### src/pkg/mcuai_pkg.sv
package mcuai_pkg;
  // Register byte offsets on the bus.
  localparam logic [7:0] OFF_OP = 8'h00;
  localparam logic [7:0] OFF_ACC = 8'h04;
  localparam logic [7:0] OFF_STAT = 8'h08;
  // Instruction word layout in the operation register.
  localparam int OPC_LSB = 0;
  localparam int OPC_W = 3;
  localparam int DEST_BIT = 3;
  localparam int FADDR_LSB = 8;
  localparam int FADDR_W = 6;
  // Operation codes written by software.
  localparam logic [2:0] OPC_NONE = 3'h0;
  localparam logic [2:0] OPC_DAA = 3'h1;
  localparam logic [2:0] OPC_DSZ = 3'h2;
  localparam logic [2:0] OPC_DEC = 3'h3;
  localparam logic [2:0] OPC_INC = 3'h4;
  localparam logic [2:0] OPC_IRQ_OFF = 3'h5;
  localparam logic [2:0] OPC_IRQ_ON = 3'h6;
  // Status register bit positions.
  localparam int ST_C = 0;
  localparam int ST_Z = 1;
  localparam int ST_DC = 2;
  localparam int ST_GIE = 3;
  localparam int ST_BUSY = 4;
  // Reset values.
  localparam logic [7:0] ACC_RST = 8'h00;
  localparam logic [3:0] FLAGS_RST = 4'h0;
  // Packed decimal correction constants.
  localparam logic [3:0] BCD_MAX = 4'h9;
  localparam logic [3:0] BCD_FIX = 4'h6;
  // Execution sequencer states.
  typedef enum logic [1:0] {MCUAI_IDLE, MCUAI_EXEC, MCUAI_SKIP} mcuai_state_e;
endpackage : mcuai_pkg

### src/rtl/mcuai_core.sv
// Design decisions made here: the Wishbone slave port and the register addresses.
`timescale 1ns/10ps
module mcuai_core (
  // Clock and reset.
  input wire logic sys_clk,
  input wire logic rst_b,
  // Wishbone slave.
  input wire logic wb_cyc_i,
  input wire logic wb_stb_i,
  input wire logic wb_we_i,
  input wire logic [7:0] wb_adr_i,
  input wire logic [3:0] wb_sel_i,
  input wire logic [31:0] wb_dat_i,
  output logic [31:0] wb_dat_o,
  output logic wb_ack_o,
  // File register port.
  output logic [5:0] file_addr,
  input wire logic [7:0] file_rdata,
  output logic [7:0] file_wdata,
  output logic file_we,
  // Core side signals.
  output logic [7:0] accumulator,
  output logic global_irq_enable_bit,
  output logic skip_req
);

  mcuai_pkg::mcuai_state_e state_reg;
  logic ack_reg;
  logic [31:0] rdat_reg;
  logic [2:0] opc_reg;
  logic dest_reg;
  logic [5:0] faddr_reg;
  logic [7:0] acc_reg;
  logic c_reg;
  logic z_reg;
  logic dc_reg;
  logic gie_reg;
  logic [7:0] wdata_reg;
  logic we_reg;
  logic wr_op;
  logic wr_acc;
  logic wr_stat;
  logic exec;
  logic [7:0] arith_res;
  logic [8:0] daa_res;
  logic arith_op;

  // Packed decimal correction of a sum from its carries; bit 8 is the new carry.
  function automatic logic [8:0] mcuai_daa(input logic [7:0] v, input logic c, input logic dc);
    logic [7:0] t;
    logic hi_fix;
    t = v;
    hi_fix = c;
    if (dc || (v[3:0] > mcuai_pkg::BCD_MAX)) begin
      t = v + {4'h0, mcuai_pkg::BCD_FIX};
    end
    if (c || (v[7:4] > mcuai_pkg::BCD_MAX) || (t[7:4] > mcuai_pkg::BCD_MAX)) begin
      hi_fix = 1'b1;
      t = t + {mcuai_pkg::BCD_FIX, 4'h0};
    end
    return {hi_fix, t};
  endfunction : mcuai_daa

  // Bus decode; a request is acted on at the edge where ack is high.
  assign wr_op = ack_reg && wb_we_i && (wb_adr_i == mcuai_pkg::OFF_OP);
  assign wr_acc = ack_reg && wb_we_i && wb_sel_i[0] && (wb_adr_i == mcuai_pkg::OFF_ACC);
  assign wr_stat = ack_reg && wb_we_i && wb_sel_i[0] && (wb_adr_i == mcuai_pkg::OFF_STAT);
  assign exec = (state_reg == mcuai_pkg::MCUAI_EXEC);
  assign arith_op = (opc_reg == mcuai_pkg::OPC_DSZ) || (opc_reg == mcuai_pkg::OPC_DEC)
      || (opc_reg == mcuai_pkg::OPC_INC);

  // Result of the pending operation, modulo 256.
  always_comb begin
    if (opc_reg == mcuai_pkg::OPC_INC) begin
      arith_res = file_rdata + 8'h01;
    end else begin
      arith_res = file_rdata - 8'h01;
    end
    daa_res = mcuai_daa(acc_reg, c_reg, dc_reg);
  end

  // Single-cycle Wishbone answer with registered read data.
  always_ff @(posedge sys_clk or negedge rst_b) begin
    if (!rst_b) begin
      ack_reg <= 1'b0;
      rdat_reg <= 32'h0000_0000;
    end else begin
      ack_reg <= wb_cyc_i && wb_stb_i && !ack_reg;
      case (wb_adr_i)
        mcuai_pkg::OFF_OP: rdat_reg <= {18'h0_0000, faddr_reg, 4'h0, dest_reg, opc_reg};
        mcuai_pkg::OFF_ACC: rdat_reg <= {24'h00_0000, acc_reg};
        mcuai_pkg::OFF_STAT: rdat_reg <= {27'h000_0000, (state_reg != mcuai_pkg::MCUAI_IDLE),
            gie_reg, dc_reg, z_reg, c_reg};
        default: rdat_reg <= 32'h0000_0000;
      endcase
    end
  end

  // Instruction latch; a new one is refused while the sequencer is busy.
  always_ff @(posedge sys_clk or negedge rst_b) begin
    if (!rst_b) begin
      opc_reg <= mcuai_pkg::OPC_NONE;
      dest_reg <= 1'b0;
      faddr_reg <= 6'h00;
    end else if (wr_op && (state_reg == mcuai_pkg::MCUAI_IDLE)) begin
      if (wb_sel_i[0]) begin
        opc_reg <= wb_dat_i[mcuai_pkg::OPC_LSB +: mcuai_pkg::OPC_W];
        dest_reg <= wb_dat_i[mcuai_pkg::DEST_BIT];
      end
      if (wb_sel_i[1]) begin
        faddr_reg <= wb_dat_i[mcuai_pkg::FADDR_LSB +: mcuai_pkg::FADDR_W];
      end
    end
  end

  // Sequencer: one execute cycle, plus a discard cycle on a zero decrement-skip.
  always_ff @(posedge sys_clk or negedge rst_b) begin
    if (!rst_b) begin
      state_reg <= mcuai_pkg::MCUAI_IDLE;
    end else begin
      case (state_reg)
        mcuai_pkg::MCUAI_IDLE: begin
          if (wr_op && wb_sel_i[0]) begin
            state_reg <= mcuai_pkg::MCUAI_EXEC;
          end
        end
        mcuai_pkg::MCUAI_EXEC: begin
          if ((opc_reg == mcuai_pkg::OPC_DSZ) && (arith_res == 8'h00)) begin
            state_reg <= mcuai_pkg::MCUAI_SKIP;
          end else begin
            state_reg <= mcuai_pkg::MCUAI_IDLE;
          end
        end
        default: state_reg <= mcuai_pkg::MCUAI_IDLE;
      endcase
    end
  end

  // Accumulator; execution takes precedence over a bus write.
  always_ff @(posedge sys_clk or negedge rst_b) begin
    if (!rst_b) begin
      acc_reg <= mcuai_pkg::ACC_RST;
    end else if (exec && (opc_reg == mcuai_pkg::OPC_DAA)) begin
      acc_reg <= daa_res[7:0];
    end else if (exec && arith_op && !dest_reg) begin
      acc_reg <= arith_res;
    end else if (wr_acc) begin
      acc_reg <= wb_dat_i[7:0];
    end
  end

  // Flags and global enable; execution takes precedence over a bus write.
  always_ff @(posedge sys_clk or negedge rst_b) begin
    if (!rst_b) begin
      {gie_reg, dc_reg, z_reg, c_reg} <= mcuai_pkg::FLAGS_RST;
    end else if (exec) begin
      case (opc_reg)
        mcuai_pkg::OPC_DAA: c_reg <= daa_res[8];
        mcuai_pkg::OPC_DEC: z_reg <= (arith_res == 8'h00);
        mcuai_pkg::OPC_INC: z_reg <= (arith_res == 8'h00);
        mcuai_pkg::OPC_IRQ_OFF: gie_reg <= 1'b0;
        mcuai_pkg::OPC_IRQ_ON: gie_reg <= 1'b1;
        default: c_reg <= c_reg;
      endcase
    end else if (wr_stat) begin
      c_reg <= wb_dat_i[mcuai_pkg::ST_C];
      z_reg <= wb_dat_i[mcuai_pkg::ST_Z];
      dc_reg <= wb_dat_i[mcuai_pkg::ST_DC];
      gie_reg <= wb_dat_i[mcuai_pkg::ST_GIE];
    end
  end

  // File register write-back, one cycle after execution.
  always_ff @(posedge sys_clk or negedge rst_b) begin
    if (!rst_b) begin
      we_reg <= 1'b0;
      wdata_reg <= 8'h00;
    end else begin
      we_reg <= exec && arith_op && dest_reg;
      if (exec && arith_op) begin
        wdata_reg <= arith_res;
      end
    end
  end

  // Output drive.
  assign wb_ack_o = ack_reg;
  assign wb_dat_o = rdat_reg;
  assign file_addr = faddr_reg;
  assign file_wdata = wdata_reg;
  assign file_we = we_reg;
  assign accumulator = acc_reg;
  assign global_irq_enable_bit = gie_reg;
  assign skip_req = (state_reg == mcuai_pkg::MCUAI_SKIP);

  chk_daa_value: assert property (@(posedge sys_clk) disable iff (!rst_b)
      exec && (opc_reg == mcuai_pkg::OPC_DAA) |=> (acc_reg == $past(daa_res[7:0]))
      && (c_reg == $past(daa_res[8])) && $stable(z_reg) && (state_reg == mcuai_pkg::MCUAI_IDLE))
    else $error("decimal adjust result or flags wrong");

  chk_dsz_target: assert property (@(posedge sys_clk) disable iff (!rst_b)
      exec && (opc_reg == mcuai_pkg::OPC_DSZ) && dest_reg |=> file_we
      && (file_wdata == $past(file_rdata) - 8'h01) && $stable(acc_reg))
    else $error("decrement-skip write-back wrong");

  chk_skip_two: assert property (@(posedge sys_clk) disable iff (!rst_b)
      exec && (opc_reg == mcuai_pkg::OPC_DSZ) && (file_rdata == 8'h01)
      |=> skip_req ##1 (!skip_req && (state_reg == mcuai_pkg::MCUAI_IDLE)))
    else $error("zero decrement-skip did not discard one cycle");

  chk_noskip_one: assert property (@(posedge sys_clk) disable iff (!rst_b)
      exec && (file_rdata != 8'h01) |=> !skip_req)
    else $error("skip raised on nonzero result");

  chk_dec_zero: assert property (@(posedge sys_clk) disable iff (!rst_b)
      exec && (opc_reg == mcuai_pkg::OPC_DEC) && !dest_reg
      |=> (acc_reg == $past(file_rdata) - 8'h01) && (z_reg == (acc_reg == 8'h00)) && !file_we)
    else $error("decrement to accumulator wrong");

  chk_irq_off: assert property (@(posedge sys_clk) disable iff (!rst_b)
      exec && (opc_reg == mcuai_pkg::OPC_IRQ_OFF) |=> !global_irq_enable_bit)
    else $error("global enable not cleared");

  chk_irq_on: assert property (@(posedge sys_clk) disable iff (!rst_b)
      exec && (opc_reg == mcuai_pkg::OPC_IRQ_ON)
      |=> global_irq_enable_bit && $stable({c_reg, z_reg, dc_reg}) && !exec)
    else $error("global enable set wrongly");

  chk_inc_wrap: assert property (@(posedge sys_clk) disable iff (!rst_b)
      exec && (opc_reg == mcuai_pkg::OPC_INC) && dest_reg && ($past(acc_reg) == acc_reg)
      |=> file_we && (file_wdata == $past(file_rdata) + 8'h01)
      && (z_reg == ($past(file_rdata) == 8'hff)) ##1 !file_we)
    else $error("increment write-back or zero flag wrong");

endmodule : mcuai_core

### config.mk
export PLATFORM = sky130hd
export DESIGN_NAME = mcuai_core
export DESIGN_NICKNAME = d
export VERILOG_FILES = /design/src/pkg/mcuai_pkg.sv /design/src/rtl/mcuai_core.sv
export SDC_FILE = /design/constraint.sdc
export NUM_CORES = 1
export LEC_CHECK = 0
export BUFFER_PORTS_ARGS = -buffer_cell sky130_fd_sc_hd__buf_2
export CELL_PAD_IN_SITES_DETAIL_PLACEMENT = 1
export CELL_PAD_IN_SITES_GLOBAL_PLACEMENT = 2
export CORE_MARGIN = 2
export CORE_UTILIZATION = 31
export CTS_CLUSTER_DIAMETER = 200
export DETAILED_ROUTE_END_ITERATION = 12
export HOLD_SLACK_MARGIN = 0.08
export PLACE_DENSITY_LB_ADDON = 0.2
export SLEW_MARGIN = 20
export SYNTH_ARGS = -nofsm -noshare
export SYNTH_HDL_FRONTEND = slang
export SYNTH_SLANG_ARGS = --single-unit
### constraint.sdc
create_clock -name sys_clk -period 7.2 [get_ports sys_clk]
set_input_delay 1.44 -clock sys_clk [delete_from_list [all_inputs] [get_ports sys_clk]]
set_output_delay 1.44 -clock sys_clk [all_outputs]
set_load 0.01 [all_outputs]
======== Yosys cells after proc, flatten, opt, wreduce, memory -nomap -nowiden ========
Cells that the tools add are included.
word-level totals
  register bits after elaboration ......... 66
  bits in latches ......................... 0
  RAM bits ................................ 0
  ROM bits ................................ 0
  input port bits ......................... 57
  memories kept ........................... 0
operators by class
  add/sub/neg operators ................... 4
  multipliers ............................. 0
  div/mod/pow operators ................... 0
  order comparisons ....................... 3
  equal/unequal tests ..................... 15
  shifts and indexed selects .............. 0
  muxes and demuxes ....................... 20
  bitwise gates (word level) .............. 1
  reduce and logical (&&, ||, !) cells .... 34
operators with widths
  operator             number
  $mux 8               6
  $pmux 14 s3          1
  $logic_not 8->1      2
  $logic_and 1x1->1    14
  $gt 4x4->1 const B   3
  $reduce_and 2->1     5
  $eq 3x3->1 const B   3
  $mux 1               9
  $add 8x1->8 const B  1
  $add 8x3->8 const B  1
  $add 8x7->8 const B  1
  $eq 8x3->1 const B   1
  $eq 8x4->1 const B   1
  $sub 8x1->8 const B  1
  $eq 3x2->1 const B   2
  $ne 2x1->1 const B   3
  $logic_or 1x1->1     5
  $mux 2               2
  $pmux 2 s2           1
  $reduce_bool 2->1    2
  $eq 3x1->1 const B   1
  $ne 3x1->1 const B   1
  $reduce_and 3->1     1
  $reduce_bool 3->1    1
  8 further kinds      9

======== Longest topological paths before layout ========
  depth in word-level cells ............... 8
  gate-level depth with buffers ........... 10
  depth with buffers taken out ............ 10

======== Least setup slack after synthesis ========
Ideal clock, no wire load.
  path type ............................... input to register
  start point ............................. in file_rdata[0]
  end point ............................... reg acc_reg[4] (netlist: accumulator[4])
  setup time .............................. 0.104 ns
  arrival ................................. 2.980 ns
  data required time ...................... 7.096 ns
  slack ................................... 4.116 ns
  stages .................................. 6
  path buffers ............................ 0
  cells stage by stage .................... fa_1 > a211oi_1 > nor2_1 > xnor2_1 > mux2_2 > a221oi_1
on the way
  longest elaborated chain between the ends .. 4
  elaborated cells on any way between the ends .. 5
ends and longest elaborated chain
  element                                     RTL line                            text
  start: declaration                          mcuai_core.sv:18                    input wire logic [7:0] file_rdata,
  $sub 8x1->8 or $add 8x1->8 (tied branches)  mcuai_core.sv:77, mcuai_core.sv:75
  $mux 8 (*)                                  mcuai_core.sv:74                    if (opc_reg == mcuai_pkg::OPC_INC) begin
  $mux 8 (*)                                  mcuai_core.sv:145                   end else if (exec && arith_op && !dest_reg) begin
  $mux 8 (*)                                  mcuai_core.sv:143                   end else if (exec && (opc_reg == mcuai_pkg::OPC_DAA)) begin
  end signal: assignment                      mcuai_core.sv:142                   acc_reg <= mcuai_pkg::ACC_RST;
  end signal: assignment                      mcuai_core.sv:144                   acc_reg <= daa_res[7:0];
  end signal: assignment                      mcuai_core.sv:146                   acc_reg <= arith_res;
  end: declaration                            mcuai_core.sv:33                    logic [7:0] acc_reg;
Every way passes the cells marked *; elsewhere a longest branch is shown, timed or not.
A chain may end at the register's enable or synchronous reset.

======== Final worst setup path ========
  start point ............................. in file_rdata[0]
  end point ............................... reg state_reg[1]
on the way
  longest elaborated chain between the ends .. 6
  elaborated cells on any way between the ends .. 7
ends and longest elaborated chain
  element                                     RTL line                            text
  $sub 8x1->8 or $add 8x1->8 (tied branches)  mcuai_core.sv:77, mcuai_core.sv:75
  $mux 8 (*)                                  mcuai_core.sv:74
  $logic_not 8->1 (*)                         mcuai_core.sv:128                   if ((opc_reg == mcuai_pkg::OPC_DSZ) && (arith_res == 8'h00)) begin
  $logic_and 1x1->1 (*)                       mcuai_core.sv:128
  $mux 2 (*)                                  mcuai_core.sv:128
  $pmux 2 s2 (*)                              mcuai_core.sv:121                   case (state_reg)
  end signal: assignment                      mcuai_core.sv:124                   state_reg <= mcuai_pkg::MCUAI_EXEC;
  end signal: assignment                      mcuai_core.sv:129                   state_reg <= mcuai_pkg::MCUAI_SKIP;
  end signal: assignment                      mcuai_core.sv:131                   state_reg <= mcuai_pkg::MCUAI_IDLE;
  end: declaration                            mcuai_core.sv:27                    mcuai_pkg::mcuai_state_e state_reg;
Marks and branches as above.

==> results.tsv <==
metric	value	unit
synth_flop_cell	dfrtp_1	
max_cap_violations	0	
route.detailed.drc	0	
dpl.hpwl	6230	um
fin_setup_tns	0	ps
crit_buf_inv	1	
cellLeakagePower	1.69	nW
cts_hold_buf	0	
gr-usage-all-layers	15.7	%
nFillCells	1134	
num_vias	2466	
cts_tree	built	
worstSkewPairLatency	300	ps
crit_path_end_kind	register	
cts_resized	0	
utilization	37.8	%
wl_met2	3880	um
hold_viol	0	
clock-root-buffer	clkbuf_8	
synth_area	0.00297	mm^2
largest_reg_flops	14	
synth_async_sr_flop_share	100	%
hp-class	register to register	
reg2reg_to	state_reg[1]$_DFFE_PN0P_	
cpPeakStageDelay	560	ps
fmax	297	MHz
worst_slew_pin_slew	978	ps
dieArea	0.0104	mm^2
fin_crit_sh	46.8	%
ys_types	66	
slew_violations	0	
crit_top_cell	a211oi_1	
portBuffers	76	
syn_inst	304	
final_antenna_net_count	0	
core	0.00928	mm^2
area_growth	18.1	%
cp_slowest_cell	a211oi_1	
clock_sinks	48	
cpLargestDelayFamily	compound AO/OA/AOI/OAI gates	
topRoutingLayerUsed	met4	
wl_met1	3700	um
row_count	35	
rr_startpoint	opc_reg[0]$_DFFE_PN0P_	
cts_buffer_depth	2	
cts_buffers	5	
ys_ff_latch	48	
worstPathMaxFanout	5	
post-cts-setup-buffers	0	
min_path_cells	1	
placed_cells	502	
yosysSeqAreaShare	40.4	%
io_pins	115	
outcome	finished clean	
grt_pass1_vias	2462	
finalSetupViolations	0	
routed_wl	8020	um
dr.pass1.iters	4	
die_h	102	um
layout.nets	447	
overflow	0	
place_congestion	0.868	
rsz0062_at_grt	no	
drt_iter0_drc	40	
crit_path_cell_trace	buf_2 > fa_1 > a211oi_1 > nor2_1 > a211oi_1 > nand2_1 > nor4b_1	
wire_per_inst	15.7	um
worst_ep_arrival_time	3580	ps
antenna_cells	0	
avgSynthCellArea	9.78	um^2
finalClockSkew	2.61	ps
clk_pin_slew	90	ps
drive_gt1_share	31.5	%
hold_end	wb_ack_o$_DFF_PN0_	
viasPerCell	4.84	
power.density	148	mW/mm^2
worstHoldStart	wb_ack_o$_DFF_PN0_	
route.met3.wl	365	um
antenna_found_initial	0	
period_needed	3370	ps
stdcell_count	510	
reg2reg_slack	4100	ps
start_util	32.0	%
grt_max_degree	49	
synth_edf_count	0	
max-slew-margin-rel	34.4	%
crit_type	primary input to register	
grt_pass1_wl	12800	um
cp.required	7410	ps
cts.htree.levels	2	
dieWidth	102	um
crit_path_start_kind	primary input	
ir_drop	0.0000787	V
synth_warnings	0	
reg2regPathDepth	8	
## cells in the final DEF (no fill, tap or decap), drive strengths merged, types with 5 or more instances in the layout
cell type,netlist,layout
nor4b,5,5
a211oi,7,7
nor2,30,30
nor3b,6,6
nand3,7,7
nand2,19,19
conb,1,18
a21oi,16,16
ha,9,9
nor3,6,6
o21ai,18,18
mux2,13,13
nor2b,6,6
mux2i,8,8
clkbuf,5,6
xnor2,6,6
inv,8,8
and2,10,10
buf,21,78
dfrtp,48,48
## where the power goes
part,switching (mW),internal (mW),total [mW]
Sequential,0.00465,0.273,0.277
Clock,0.0970,0.0779,0.175
Combinational,0.0414,0.0267,0.0681
Total,0.143,0.377,0.520
## cell type report
class,instances,area [um^2],area share (%)
Tap cell,129,161,4.60
Clock inverter,2,15.0,0.428
Inverter,8,30.0,0.856
Timing Repair Buffer,78,395,11.3
Clock buffer,6,82.6,2.35
Multi-Input combinational cell,239,1620,46.3
Sequential cell,48,1200,34.2
## metrics by stage
step | setup WS, ps | hold WS [ps] | instance area, um^2 | power (mW)
after floorplan | 4120 | 493 | 3040 | 0.326
after CTS | 3740 | 478 | 3510 | 0.530
after global routing | 3620 | 493 | 3510 | 0.549
final | 3830 | 470 | 3510 | 0.520
after global placement | 3380 | 454 | 3410 | 0.351
after detailed placement | 3420 | 465 | 3410 | 0.352
## metal layers
layer  vias to the layer above  global-route usage [%]
li1                       1214                       -
met1                      1180                    21.4
met2                        67                    26.4
met3                         5                    2.26
met4                         0                    4.21
met5                         -                       0
## synthesized netlist by cell type (2+ instances only)
library cell	count	area share (%)
and2_2	6	1.5
o221ai_1	2	0.59
a211oi_1	7	1.8
xnor2_1	6	1.8
nor3b_1	5	1.3
inv_1	8	1.0
and3_2	2	0.51
or2_2	4	0.84
a32oi_1	2	0.59
dfrtp_1	48	40
nand4_1	3	0.63
clkbuf_1	3	0.38
ha_1	9	3.8
and3_1	2	0.42
nor4b_1	4	1.2
nand2_1	18	2.3
mux2i_1	8	2.7
mux2_2	13	4.9
and2_1	3	0.63
nand3b_1	4	1.0
o21bai_1	2	0.51
a221oi_1	2	0.59
clkbuf_2	2	0.34
nor2b_1	6	1.3
o31ai_1	2	0.51
a21o_1	2	0.51
nand2b_1	4	0.84
buf_4	19	4.8
nand3_1	7	1.2
nor2_1	30	3.8
nor3_1	5	0.84
a21oi_1	15	2.5
o21ai_0	17	2.9
o21a_1	2	0.51
## how the worst max path moves through the flow
stage | depth (start not counted) | endpoint | slack [ps] | from
2_1_floorplan | 6 | accumulator[4]$_DFFE_PN0P_ | 4120 | file_rdata[0]
3_3_place_gp | 7 | state_reg[1]$_DFFE_PN0P_ | 3380 | file_rdata[0]
3_5_place_dp | 7 | state_reg[1]$_DFFE_PN0P_ | 3420 | file_rdata[0]
4_1_cts | 7 | state_reg[1]$_DFFE_PN0P_ | 3740 | file_rdata[0]
5_1_grt | 7 | state_reg[1]$_DFFE_PN0P_ | 3620 | file_rdata[0]
6_report | 7 | state_reg[1]$_DFFE_PN0P_ | 3830 | file_rdata[0]
## logic make-up (layout without fill, tap and decap cells)
group	count (synthesis)	count (layout)	share of synthesized area [%]
and+or+nand+nor	116	116	23.2
adders and majority gates	10	10	4.46
DFF	48	48	40.4
xor gates and xnor gates	7	7	2.06
AOI/OAI and AO/OA	67	67	15.1
muxes	21	21	7.62
other	1	18	0.126
buffers and inverters	34	94	7.07
(Power assumes the default switching activity.)
